--- src/wsb_pkg.sv ---
package wsb_pkg;

	// ----------------------------------------------------------------
	// Register map
	// ----------------------------------------------------------------
	localparam logic [7:0] OFS_CTRL     = 8'h00;
	localparam logic [7:0] OFS_BAUD     = 8'h04;
	localparam logic [7:0] OFS_PIN_OUT  = 8'h08;
	localparam logic [7:0] OFS_PIN_IN   = 8'h0c;
	localparam logic [7:0] OFS_PIN_AUX  = 8'h10;
	localparam logic [7:0] OFS_STATUS   = 8'h14;

	localparam int CTRL_MODE_LSB  = 0;
	localparam int CTRL_BLANK_LSB = 8;
	localparam int CTRL_CHAN_LSB  = 16;

	localparam logic [1:0] MODE_AUTO       = 2'h0;
	localparam logic [1:0] MODE_USB_RADIO  = 2'h1;
	localparam logic [1:0] MODE_UART_RADIO = 2'h2;
	localparam logic [1:0] MODE_USB_UART   = 2'h3;

	localparam logic [7:0]  RST_BLANK_MS = 8'h00;
	localparam logic [7:0]  RST_CHANNEL  = 8'h80;
	localparam logic [7:0]  PIN_NONE     = 8'hff;
	// Pin codes are port * 10 + bit: 10, 11, 12, 13 and 0.
	localparam logic [31:0] RST_PIN_OUT  = {PIN_NONE, PIN_NONE, 8'h0b, 8'h0a};
	localparam logic [31:0] RST_PIN_IN   = {PIN_NONE, PIN_NONE, 8'h0d, 8'h0c};
	localparam logic [7:0]  RST_PIN_AUX  = 8'h00;
	localparam int          PIN_PORT_MUL = 10;
	localparam int          GPIO_W       = 24;

	// ----------------------------------------------------------------
	// Timing
	// ----------------------------------------------------------------
	localparam int CLK_PERIOD_NS  = 100;
	localparam int MS_NS          = 1000000;
	localparam int MS_CYCLES      = MS_NS / CLK_PERIOD_NS;
	localparam int BAUD_HZ        = 9600;
	localparam int CLK_HZ         = 1000000000 / CLK_PERIOD_NS;
	localparam logic [15:0] RST_BAUD_DIV = 16'(CLK_HZ / BAUD_HZ);
	localparam logic [9:0] GREEN_MS    = 10'd20;
	localparam logic [9:0] RED_MS      = 10'd50;
	localparam logic [9:0] FLICK_MS    = 10'd20;
	localparam logic [9:0] BLINK_MS    = 10'd50;
	localparam logic [9:0] SLOW_MS     = 10'd500;
	localparam logic [9:0] SECOND_MS   = 10'd999;
	localparam logic [3:0] UART_BITS   = 4'd8;

	typedef struct packed {
		logic        psel;
		logic        penable;
		logic        pwrite;
		logic [7:0]  paddr;
		logic [31:0] pwdata;
	} wsb_apb_req_t;

	typedef struct packed {
		logic       valid;
		logic [7:0] data;
	} wsb_byte_t;

endpackage : wsb_pkg

--- src/wsb_bridge.sv ---
// The implementer's own choices: register access over APB and the register offsets.
`timescale 1ns/100ps
`default_nettype none

module wsb_bridge #(
	parameter int MS_CYCLES = wsb_pkg::MS_CYCLES
) (
	// Clock and reset
	input  wire logic                  clock,
	input  wire logic                  reset_n,
	// APB slave
	input  wire wsb_pkg::wsb_apb_req_t apb_req,
	output logic [31:0]                prdata,
	output logic                       pready,
	output logic                       pslverr,
	// Power sensing
	input  wire logic                  usb_present,
	input  wire logic                  external_supply_present,
	// USB virtual COM port
	input  wire wsb_pkg::wsb_byte_t    usb_rx,
	output logic                       usb_rx_ready,
	output wsb_pkg::wsb_byte_t         usb_tx,
	input  wire logic                  usb_tx_ready,
	input  wire logic                  usb_dtr,
	input  wire logic                  usb_rts,
	output logic                       usb_dsr,
	output logic                       usb_cd,
	// Radio link
	output wsb_pkg::wsb_byte_t         rf_tx,
	input  wire logic                  rf_tx_ready,
	output logic [1:0]                 rf_tx_ctrl,
	input  wire wsb_pkg::wsb_byte_t    rf_rx,
	output logic                       rf_rx_ready,
	input  wire logic [1:0]            rf_rx_ctrl,
	input  wire logic                  rf_packet_busy,
	output logic [7:0]                 rf_channel,
	output logic                       rf_tx_active_n,
	// UART
	input  wire logic                  uart_rx,
	output logic                       uart_tx,
	// General purpose pins
	input  wire logic [23:0]           gpio_in,
	output logic [23:0]                gpio_out,
	output logic [23:0]                gpio_oe,
	// Indicators
	output logic                       led_green,
	output logic                       led_yellow,
	output logic                       led_red
);

	// ----------------------------------------------------------------
	// Helpers
	// ----------------------------------------------------------------
	function automatic logic [5:0] pin_index(input logic [7:0] code);
		logic [7:0] port;
		logic [7:0] bitn;
		port = code / 8'(wsb_pkg::PIN_PORT_MUL);
		bitn = code % 8'(wsb_pkg::PIN_PORT_MUL);
		if (code == wsb_pkg::PIN_NONE || bitn > 8'd7 || port > 8'd2)
			pin_index = 6'h3f;
		else
			pin_index = {port[2:0], bitn[2:0]};
	endfunction : pin_index

	function automatic logic pin_read(input logic [7:0] code, input logic [23:0] pins);
		logic [5:0] idx;
		idx = pin_index(code);
		pin_read = (idx == 6'h3f) ? 1'b0 : pins[idx[4:0]];
	endfunction : pin_read

	function automatic logic pin_level(input logic [7:0] code, input logic inv,
		input logic [23:0] pins);
		// A disabled pin reads as logical 0 whatever its polarity.
		pin_level = (pin_index(code) != 6'h3f) && (pin_read(code, pins) ^ inv);
	endfunction : pin_level

	// ----------------------------------------------------------------
	// Registers
	// ----------------------------------------------------------------
	logic [31:0] ctrl_q;
	logic [15:0] baud_div_q;
	logic [31:0] pin_out_q;
	logic [31:0] pin_in_q;
	logic [7:0]  pin_aux_q;
	logic        wr_en;
	logic        hit;
	logic [1:0]  mode_q;
	logic        contact_q;
	logic        ferr_q;
	logic        blank_q;

	assign wr_en = apb_req.psel && apb_req.penable && apb_req.pwrite;
	assign pready = 1'b1;

	always_comb
	begin
		hit = 1'b1;
		unique case (apb_req.paddr)
			wsb_pkg::OFS_CTRL:    prdata = ctrl_q;
			wsb_pkg::OFS_BAUD:    prdata = {16'h0000, baud_div_q};
			wsb_pkg::OFS_PIN_OUT: prdata = pin_out_q;
			wsb_pkg::OFS_PIN_IN:  prdata = pin_in_q;
			wsb_pkg::OFS_PIN_AUX: prdata = {24'h000000, pin_aux_q};
			wsb_pkg::OFS_STATUS:  prdata = {27'h0, blank_q, ferr_q, contact_q, mode_q};
			default:
			begin
				prdata = 32'h00000000;
				hit = 1'b0;
			end
		endcase
	end

	assign pslverr = apb_req.psel && apb_req.penable && !hit;

	always_ff @(posedge clock or negedge reset_n)
	begin
		if (!reset_n)
		begin
			ctrl_q     <= {8'h00, wsb_pkg::RST_CHANNEL, wsb_pkg::RST_BLANK_MS,
				6'h00, wsb_pkg::MODE_AUTO};
			baud_div_q <= wsb_pkg::RST_BAUD_DIV;
			pin_out_q  <= wsb_pkg::RST_PIN_OUT;
			pin_in_q   <= wsb_pkg::RST_PIN_IN;
			pin_aux_q  <= wsb_pkg::RST_PIN_AUX;
		end
		else if (wr_en)
		begin
			unique case (apb_req.paddr)
				wsb_pkg::OFS_CTRL:    ctrl_q <= {8'h00, apb_req.pwdata[23:8], 6'h00,
					apb_req.pwdata[1:0]};
				wsb_pkg::OFS_BAUD:    baud_div_q <= apb_req.pwdata[15:0];
				wsb_pkg::OFS_PIN_OUT: pin_out_q <= apb_req.pwdata;
				wsb_pkg::OFS_PIN_IN:  pin_in_q <= apb_req.pwdata;
				wsb_pkg::OFS_PIN_AUX: pin_aux_q <= apb_req.pwdata[7:0];
				default:              ;
			endcase
		end
	end

	assign rf_channel = ctrl_q[wsb_pkg::CTRL_CHAN_LSB +: 8];

	// ----------------------------------------------------------------
	// Mode selection
	// ----------------------------------------------------------------
	logic [1:0] cfg_mode;
	logic [1:0] auto_mode;
	assign cfg_mode = ctrl_q[wsb_pkg::CTRL_MODE_LSB +: 2];
	assign auto_mode = (usb_present && external_supply_present) ? wsb_pkg::MODE_USB_UART :
		(external_supply_present ? wsb_pkg::MODE_UART_RADIO : wsb_pkg::MODE_USB_RADIO);

	always_ff @(posedge clock or negedge reset_n)
	begin
		if (!reset_n)
			mode_q <= wsb_pkg::MODE_USB_RADIO;
		else
			mode_q <= (cfg_mode == wsb_pkg::MODE_AUTO) ? auto_mode : cfg_mode;
	end

	logic m_ur;
	logic m_ar;
	logic m_uu;
	assign m_ur = (mode_q == wsb_pkg::MODE_USB_RADIO);
	assign m_ar = (mode_q == wsb_pkg::MODE_UART_RADIO);
	assign m_uu = (mode_q == wsb_pkg::MODE_USB_UART);

	// ----------------------------------------------------------------
	// Millisecond tick
	// ----------------------------------------------------------------
	logic [15:0] ms_cnt_q;
	logic        ms_tick;
	assign ms_tick = (ms_cnt_q == 16'(MS_CYCLES - 1));
	always_ff @(posedge clock or negedge reset_n)
	begin
		if (!reset_n)
			ms_cnt_q <= 16'h0000;
		else
			ms_cnt_q <= ms_tick ? 16'h0000 : ms_cnt_q + 16'h0001;
	end

	// ----------------------------------------------------------------
	// UART receiver
	// ----------------------------------------------------------------
	typedef enum logic [3:0] {
		WSB_RX_IDLE  = 4'b0001,
		WSB_RX_START = 4'b0010,
		WSB_RX_DATA  = 4'b0100,
		WSB_RX_STOP  = 4'b1000
	} wsb_rx_state_t;

	wsb_rx_state_t rx_st_q;
	logic [15:0]   rx_cnt_q;
	logic [3:0]    rx_bit_q;
	logic [7:0]    rx_sh_q;
	logic          rx_done;
	logic          rx_ferr;
	logic [7:0]    blank_ms_q;
	logic          rx_mid;
	assign rx_mid = (rx_cnt_q == 16'h0000);

	always_ff @(posedge clock or negedge reset_n)
	begin
		if (!reset_n)
		begin
			rx_st_q  <= WSB_RX_IDLE;
			rx_cnt_q <= 16'h0000;
			rx_bit_q <= 4'h0;
			rx_sh_q  <= 8'h00;
		end
		else
		begin
			rx_cnt_q <= rx_mid ? baud_div_q - 16'h0001 : rx_cnt_q - 16'h0001;
			unique case (rx_st_q)
				WSB_RX_IDLE:
					if (!uart_rx && !blank_q && !ferr_q)
					begin
						rx_st_q  <= WSB_RX_START;
						rx_cnt_q <= {1'b0, baud_div_q[15:1]};
					end
				WSB_RX_START:
					if (rx_mid)
					begin
						rx_st_q  <= uart_rx ? WSB_RX_IDLE : WSB_RX_DATA;
						rx_bit_q <= 4'h0;
					end
				WSB_RX_DATA:
					if (rx_mid)
					begin
						rx_sh_q  <= {uart_rx, rx_sh_q[7:1]};
						rx_bit_q <= rx_bit_q + 4'h1;
						if (rx_bit_q == wsb_pkg::UART_BITS - 4'h1)
							rx_st_q <= WSB_RX_STOP;
					end
				WSB_RX_STOP:
					if (rx_mid)
						rx_st_q <= WSB_RX_IDLE;
				default: rx_st_q <= WSB_RX_IDLE;
			endcase
		end
	end

	assign rx_done = (rx_st_q == WSB_RX_STOP) && rx_mid && uart_rx;
	assign rx_ferr = (rx_st_q == WSB_RX_STOP) && rx_mid && !uart_rx;

	// A framing error holds the receiver off until the line idles high, and the
	// blanking time runs from the error, so a broken stream cannot re-trigger.
	always_ff @(posedge clock or negedge reset_n)
	begin
		if (!reset_n)
		begin
			ferr_q     <= 1'b0;
			blank_q    <= 1'b0;
			blank_ms_q <= 8'h00;
		end
		else if (rx_ferr)
		begin
			ferr_q     <= 1'b1;
			blank_q    <= (ctrl_q[wsb_pkg::CTRL_BLANK_LSB +: 8] != 8'h00);
			blank_ms_q <= ctrl_q[wsb_pkg::CTRL_BLANK_LSB +: 8];
		end
		else
		begin
			if (uart_rx)
				ferr_q <= 1'b0;
			if (blank_q && ms_tick)
			begin
				blank_ms_q <= blank_ms_q - 8'h01;
				blank_q    <= (blank_ms_q != 8'h01);
			end
		end
	end

	// ----------------------------------------------------------------
	// Routing holders
	// ----------------------------------------------------------------
	logic       utx_v_q;
	logic [7:0] utx_d_q;
	logic       utx_take;
	logic       usb_in_hs;
	logic       rf_in_hs;
	logic       drop;

	assign usb_rx_ready = m_ur ? !rf_tx.valid : (m_uu ? !utx_v_q : 1'b0);
	assign rf_rx_ready  = m_ur ? !usb_tx.valid : (m_ar ? !utx_v_q : 1'b0);
	assign usb_in_hs = usb_rx.valid && usb_rx_ready;
	assign rf_in_hs  = rf_rx.valid && rf_rx_ready;
	assign drop = rx_done && ((m_ar && rf_tx.valid) || (m_uu && usb_tx.valid));

	always_ff @(posedge clock or negedge reset_n)
	begin
		if (!reset_n)
		begin
			rf_tx  <= '0;
			usb_tx <= '0;
		end
		else
		begin
			if (rf_tx.valid && rf_tx_ready)
				rf_tx.valid <= 1'b0;
			else if (m_ur && usb_in_hs)
				rf_tx <= usb_rx;
			else if (m_ar && rx_done)
				rf_tx <= '{valid: 1'b1, data: rx_sh_q};
			if (usb_tx.valid && usb_tx_ready)
				usb_tx.valid <= 1'b0;
			else if (m_ur && rf_in_hs)
				usb_tx <= rf_rx;
			else if (m_uu && rx_done)
				usb_tx <= '{valid: 1'b1, data: rx_sh_q};
		end
	end

	always_ff @(posedge clock or negedge reset_n)
	begin
		if (!reset_n)
		begin
			utx_v_q <= 1'b0;
			utx_d_q <= 8'h00;
		end
		else if (utx_take)
			utx_v_q <= 1'b0;
		else if ((m_ar && rf_in_hs) || (m_uu && usb_in_hs))
		begin
			utx_v_q <= 1'b1;
			utx_d_q <= m_ar ? rf_rx.data : usb_rx.data;
		end
	end

	// ----------------------------------------------------------------
	// UART transmitter
	// ----------------------------------------------------------------
	logic [9:0]  tx_sh_q;
	logic [3:0]  tx_left_q;
	logic [15:0] tx_cnt_q;
	assign utx_take = utx_v_q && (tx_left_q == 4'h0);

	always_ff @(posedge clock or negedge reset_n)
	begin
		if (!reset_n)
		begin
			tx_sh_q   <= 10'h3ff;
			tx_left_q <= 4'h0;
			tx_cnt_q  <= 16'h0000;
		end
		else if (utx_take)
		begin
			tx_sh_q   <= {1'b1, utx_d_q, 1'b0};
			tx_left_q <= 4'd10;
			tx_cnt_q  <= baud_div_q - 16'h0001;
		end
		else if (tx_left_q != 4'h0)
		begin
			if (tx_cnt_q == 16'h0000)
			begin
				tx_sh_q   <= {1'b1, tx_sh_q[9:1]};
				tx_left_q <= tx_left_q - 4'h1;
				tx_cnt_q  <= baud_div_q - 16'h0001;
			end
			else
				tx_cnt_q <= tx_cnt_q - 16'h0001;
		end
	end

	assign uart_tx = tx_sh_q[0];

	// ----------------------------------------------------------------
	// Control signals and pins
	// ----------------------------------------------------------------
	logic dsr_pin;
	logic true_in_b_pin;
	logic dtr_log;
	logic rts_log;
	assign dsr_pin = pin_level(pin_in_q[7:0], 1'b1, gpio_in)
		|| pin_level(pin_in_q[23:16], 1'b0, gpio_in);
	assign true_in_b_pin  = pin_level(pin_in_q[15:8], 1'b1, gpio_in)
		|| pin_level(pin_in_q[31:24], 1'b0, gpio_in);
	assign dtr_log = m_ar ? rf_rx_ctrl[0] : usb_dtr;
	assign rts_log = m_ar ? rf_rx_ctrl[1] : usb_rts;

	always_ff @(posedge clock or negedge reset_n)
	begin
		if (!reset_n)
		begin
			rf_tx_ctrl <= 2'b00;
			usb_dsr    <= 1'b0;
			usb_cd     <= 1'b0;
		end
		else
		begin
			rf_tx_ctrl <= m_ar ? {true_in_b_pin, dsr_pin} : {usb_rts, usb_dtr};
			usb_dsr    <= m_ur ? rf_rx_ctrl[0] : dsr_pin;
			usb_cd     <= m_ur ? rf_rx_ctrl[1] : true_in_b_pin;
		end
	end

	// Outputs only change in a mode that owns the pins; USB-radio leaves them idle.
	always_ff @(posedge clock or negedge reset_n)
	begin
		if (!reset_n)
		begin
			gpio_out <= '0;
			gpio_oe  <= '0;
		end
		else
		begin
			for (int i = 0; i < wsb_pkg::GPIO_W; i++)
			begin
				gpio_oe[i]  <= 1'b0;
				gpio_out[i] <= 1'b0;
				if (pin_index(pin_out_q[7:0]) == 6'(i))
				begin
					gpio_oe[i]  <= 1'b1;
					gpio_out[i] <= !(dtr_log && !m_ur);
				end
				if (pin_index(pin_out_q[15:8]) == 6'(i))
				begin
					gpio_oe[i]  <= 1'b1;
					gpio_out[i] <= !(rts_log && !m_ur);
				end
				if (pin_index(pin_out_q[23:16]) == 6'(i))
				begin
					gpio_oe[i]  <= 1'b1;
					gpio_out[i] <= dtr_log && !m_ur;
				end
				if (pin_index(pin_out_q[31:24]) == 6'(i))
				begin
					gpio_oe[i]  <= 1'b1;
					gpio_out[i] <= rts_log && !m_ur;
				end
				if (pin_index(pin_aux_q) == 6'(i))
				begin
					gpio_oe[i]  <= 1'b1;
					gpio_out[i] <= !(dtr_log && !m_ur);
				end
			end
		end
	end

	// ----------------------------------------------------------------
	// Indicators
	// ----------------------------------------------------------------
	logic [9:0] green_q;
	logic [9:0] red_q;
	logic [9:0] flick_q;
	logic [9:0] sec_q;
	logic       slow_q;
	logic       rf_act;
	assign rf_act = rf_in_hs || (rf_tx.valid && rf_tx_ready);

	always_ff @(posedge clock or negedge reset_n)
	begin
		if (!reset_n)
		begin
			green_q   <= 10'h000;
			red_q     <= 10'h000;
			flick_q   <= 10'h000;
			sec_q     <= 10'h000;
			slow_q    <= 1'b0;
			contact_q <= 1'b0;
		end
		else
		begin
			if (usb_in_hs || (usb_tx.valid && usb_tx_ready))
				green_q <= wsb_pkg::GREEN_MS;
			else if (ms_tick && green_q != 10'h000)
				green_q <= green_q - 10'h001;
			if (drop)
				red_q <= wsb_pkg::RED_MS;
			else if (ms_tick && red_q != 10'h000)
				red_q <= red_q - 10'h001;
			if (rf_act)
				flick_q <= wsb_pkg::FLICK_MS;
			else if (ms_tick && flick_q != 10'h000)
				flick_q <= flick_q - 10'h001;
			if (rf_rx.valid && rf_rx_ready)
				contact_q <= 1'b1;
			if (ms_tick)
			begin
				sec_q <= (sec_q == wsb_pkg::SECOND_MS) ? 10'h000 : sec_q + 10'h001;
				if (sec_q == wsb_pkg::SLOW_MS - 10'h001 || sec_q == wsb_pkg::SECOND_MS)
					slow_q <= !slow_q;
			end
		end
	end

	assign led_green  = (green_q != 10'h000);
	assign led_red    = ferr_q || (red_q != 10'h000);
	assign led_yellow = !m_uu && (contact_q ?
		((sec_q < wsb_pkg::BLINK_MS) ^ (flick_q != 10'h000)) : slow_q);

	// The radio reports its packet time; one flop keeps the pin glitch free.
	always_ff @(posedge clock or negedge reset_n)
	begin
		if (!reset_n)
			rf_tx_active_n <= 1'b1;
		else
			rf_tx_active_n <= !rf_packet_busy;
	end
endmodule : wsb_bridge

`default_nettype wire

--- config.mk ---
export PLATFORM = sky130hd
export DESIGN_NAME = wsb_bridge
export DESIGN_NICKNAME = d
export VERILOG_FILES = /design/src/wsb_pkg.sv /design/src/wsb_bridge.sv
export SDC_FILE = /design/constraint.sdc
export NUM_CORES = 1
export LEC_CHECK = 0
export ABC_AREA = 1
export BUFFER_PORTS_ARGS = -buffer_cell sky130_fd_sc_hd__buf_2
export CORE_MARGIN = 3
export CORE_UTILIZATION = 25
export DETAILED_ROUTE_END_ITERATION = 6
export GPL_ROUTABILITY_DRIVEN = 0
export SLEW_MARGIN = 20
export SYNTH_ARGS = -nofsm -noshare
export SYNTH_HDL_FRONTEND = slang
export SYNTH_SLANG_ARGS = --single-unit
--- constraint.sdc ---
create_clock -name clock -period 3.9 [get_ports clock]
set_input_delay 0 -clock clock [delete_from_list [all_inputs] [get_ports clock]]
set_output_delay 0 -clock clock [all_outputs]
set_load 0.05 [all_outputs]
==> impl_metrics.py <==
metrics = {
    "status": {
        "status": "finished with violations",
        "violations": "negative setup slack",
    },
    "routing": {
        "vias": 24300,
        "drt_iter0_markers": 2046,
        "drc": 0,
        "routedWlPerCell_um": 16.1,
        "routed_via_density": 4.82,
        "ant_nets": 0,
        "wl_mm": 81.1,
        "drt-pass1-iter-count": 7,
    },
    "synth": {
        "synth_compound_area_share_pct": 13.9,
        "synth-main-ff-cell": "dfrtp_1",
        "synth_xor_area_share_pct": 2.38,
        "synthAdderAreaFrac_pct": 1.88,
        "synth.net_count": 3511,
        "synth_area_sq_um": 22700,
        "synthSimpleGateAreaFrac_pct": 35.7,
        "muxShareOfSynthArea_pct": 0.248,
        "synth_edf_count": 0,
        "yosys_warnings": 0,
        "synth_top_family_by_area": "simple AND/OR/NAND/NOR gates",
        "syn_inst": 3380,
        "avgSynthCellArea_sq_um": 6.71,
        "synthArstFlopShare_pct": 100,
        "ys_seq_elements": 317,
        "yosysSeqAreaShare_pct": 35.3,
        "synth.distinct_cells": 67,
    },
    "timing": {
        "period_share_pct": 100,
        "fin_crit_ns": 3.90,
        "tightest_slew_ns": 0.900,
        "slew_violations": 0,
        "fin_skew_ns": 0.0279,
        "fmax_mhz": 256,
        "whs_ns": 0.0536,
        "setup_slack_ns": -0.00169,
        "rsz0062_at_grt": "yes",
        "setup_violations": 2,
        "slew_headroom_pct": 39.9,
        "hold_viol_final": 0,
    },
    "worst_setup_path": {
        "critPathLaunchType": "register",
        "critPathSlowestCell": "dfstp_2",
        "critical-path-max-stage-delay_ns": 0.54,
        "cpMostUsedCell": "nand2_2",
        "required_ns": 4.38,
        "cp-end-kind": "register",
        "cp.arrival_ns": 4.38,
        "path_max_fanout": 6,
        "path_class": "register to register",
    },
    "die": {
        "io_pins": 216,
        "core-area_sq_um": 89200,
        "initial_core_util_pct": 25.4,
        "die_area_sq_um": 94400,
        "chipHeight_um": 307,
        "die_w_um": 307,
        "rows": 109,
    },
    "global_route": {
        "antenna_found_initial": 2,
        "grt_max_degree": 100,
        "grt_pass1_wl_mm": 123,
        "grt_pass1_vias": 22200,
        "grt_use_total_pct": 16.2,
        "gr-total-overflow": 0,
    },
    "cts": {
        "cts_made_buffers": 42,
        "cts_num_sinks": 317,
        "clk_latency_ns": 0.59,
        "clk_path_buf_depth": 3,
        "tritoncts": "done",
        "root_buffer": "clkbuf_16",
        "cts_max_level": 2,
        "clk_pin_slew_ns": 0.06,
    },
    "place": {
        "dp_hpwl_mm": 59.8,
        "placed_cell_area_sq_um": 25900,
        "dp_slack_ns": -0.173,
        "io_buffers": 214,
    },
    "run": {
        "maxCapViolations": 0,
    },
    "final_layout": {
        "nets": 3973,
        "area_delta_synth_final_pct": 34.7,
        "antennaDiodeCount": 0,
        "finalInstanceArea_sq_um": 30600,
        "fillers": 9397,
        "drive_gt1_share_pct": 28.1,
        "seq_area_sq_um": 8010,
        "multi_input_area_sq_um": 14000,
    },
    "power_and_ir_drop": {
        "p_per_area_nw_per_um2": 342,
        "leakage_nw": 15.0,
        "max-vdd-ir-drop_mv": 0.287,
    },
    "hold_path": {
        "hold_class": "input port to register",
    },
}
-- kinds of logic after synthesis --
kind of cell,after synthesis
other,1
xor gates and xnor gates,60
and+or+nand+nor,1801
AOI/OAI and AO/OA,540
muxes,5
adders and majority gates,34
DFF,317
buffers and inverters,622
-- repair_timing --
| action | 4_1_cts | 5_1_grt |
|---|---|---|
| endpoints found under the setup margin | 32 | 55 |
| hold endpoints to repair | 388 | 0 |
| gates resized for setup | 25 | 499 |
| gates cloned | 0 | 3 |
| pin swaps | 6 | 176 |
| buffers inserted | 5 | 85 |
| hold buffers | 69 | 0 |
-- worst paths after layout --
kind / slack (ns) / depth (start not counted) / startpoint / endpoint
worst max-delay path: -0.002 / 33 / pin_out_q[22]$_DFFE_PN1P_ / gpio_out[10]$_DFF_PN0_
worst min-delay path: 0.05 / 3 / rf_packet_busy / rf_tx_active_n$_DFF_PN1_
worst max register to register: -0.002 / 33 / pin_out_q[22]$_DFFE_PN1P_ / gpio_out[10]$_DFF_PN0_
worst min register to register: 0.46 / 1 / ms_cnt_q[0]$_DFF_PN0_ / ms_cnt_q[0]$_DFF_PN0_
max in group asynchronous: 3.00 / 3 / reset_n / gpio_out[22]$_DFF_PN0_
min in group asynchronous: 0.13 / 2 / reset_n / rf_tx_active_n$_DFF_PN1_
-- flip-flops by register name (all words and copies together) (netlist names), 9 cells and up --
signal	cells
baud_div_q	16
ctrl_q	18
flick_q	10
gpio_oe	24
gpio_out	24
green_q	10
ms_cnt_q	16
pin_in_q	32
pin_out_q	32
red_q	10
rf_tx	9
rx_cnt_q	16
sec_q	10
tx_cnt_q	16
tx_sh_q	9
usb_tx	9
-- cell type report --
cell class              count  share of cell area (%)
multi-input cells        2443                    45.7
flip-flops and latches    317                    26.2
repair buffers            487                    11.7
inverters                 551                    6.88
well taps                1165                    4.77
clock buffers              54                    3.85
clock inverters            24                   0.925
-- placed cells by master (no fill, tap or decap), types with 43 or more instances in the layout --
master,instances
a21oi_1,88
inv_1,452
dfstp_2,58
nand3_2,61
nor3_1,54
o21ai_0,254
nand3_1,275
nand2_2,140
nand2_1,743
inv_2,78
buf_2,208
nand2_4,50
nand4_1,78
nor2_1,240
buf_4,168
dlygate4sd3_1,68
xor2_1,43
dfrtp_1,252
-- where the power goes --
part	internal [mW]	switching [mW]
Clock	2.37	1.68
Sequential	3.52	0.168
Combinational	0.881	1.82
Total	6.78	3.67
-- critical path: cells and delay by family, from the launching register on --
family,cells,cell delay [ns]
AND/OR/NAND/NOR,20,1.97
buffers and inverters,8,0.63
adder cells (fa/ha/maj),2,0.34
flip-flops,1,0.54
AO/OA/AOI/OAI,3,0.31
-- layer usage --
metal | up-vias | global-route usage, % | wire, um
met2 | 889 | 25.8 | 36600
met3 | 171 | 2.74 | 5760
li1 | 12000 | - | -
met4 | 4 | 5.35 | 2840
met5 | - | 0 | 22
met1 | 11300 | 22.4 | 35900
-- through the flow --
| step | std cells | power [mW] | TNS (ns) | utilization (%) |
|---|---|---|---|---|
| after global placement | 4801 | 5.99 | -0.206 | 29.0 |
| after global routing | 5041 | 11.0 | -6.37 | 34.3 |
| final | 5041 | 10.4 | -0.00239 | 34.3 |
| after CTS | 4953 | 10.3 | -0.0290 | 31.6 |
| after detailed placement | 4801 | 6.00 | -1.88 | 29.0 |
| after floorplan | 3380 | 5.19 | 0 | - |
-- cell usage after synthesis, drive strengths merged (2+ instances only) --
cell type | n | share of area [%]
a211oi | 4 | 0.13
a21boi | 3 | 0.12
a21oi | 113 | 2.7
a221oi | 7 | 0.27
a22o | 3 | 0.12
a22oi | 4 | 0.13
a31o | 3 | 0.12
a31oi | 23 | 0.63
and3 | 2 | 0.055
buf | 15 | 0.46
clkbuf | 56 | 0.93
clkinv | 12 | 0.21
dfrtp | 259 | 29
dfstp | 58 | 6.7
ha | 34 | 1.9
inv | 539 | 8.9
mux2 | 5 | 0.25
nand2 | 935 | 16
nand3 | 354 | 8.3
nand3b | 13 | 0.43
nand4 | 79 | 2.2
nor2 | 314 | 5.7
nor3 | 68 | 1.6
nor3b | 9 | 0.30
nor4 | 24 | 0.66
o2111ai | 5 | 0.19
o211ai | 21 | 0.70
o21a | 3 | 0.099
o21ai | 291 | 6.8
o21bai | 5 | 0.17
o221ai | 20 | 0.77
o22ai | 26 | 0.74
o31ai | 5 | 0.17
or2 | 3 | 0.083
xnor2 | 14 | 0.54
xor2 | 46 | 1.8
No activity file was read; power rests on OpenSTA's default activity.
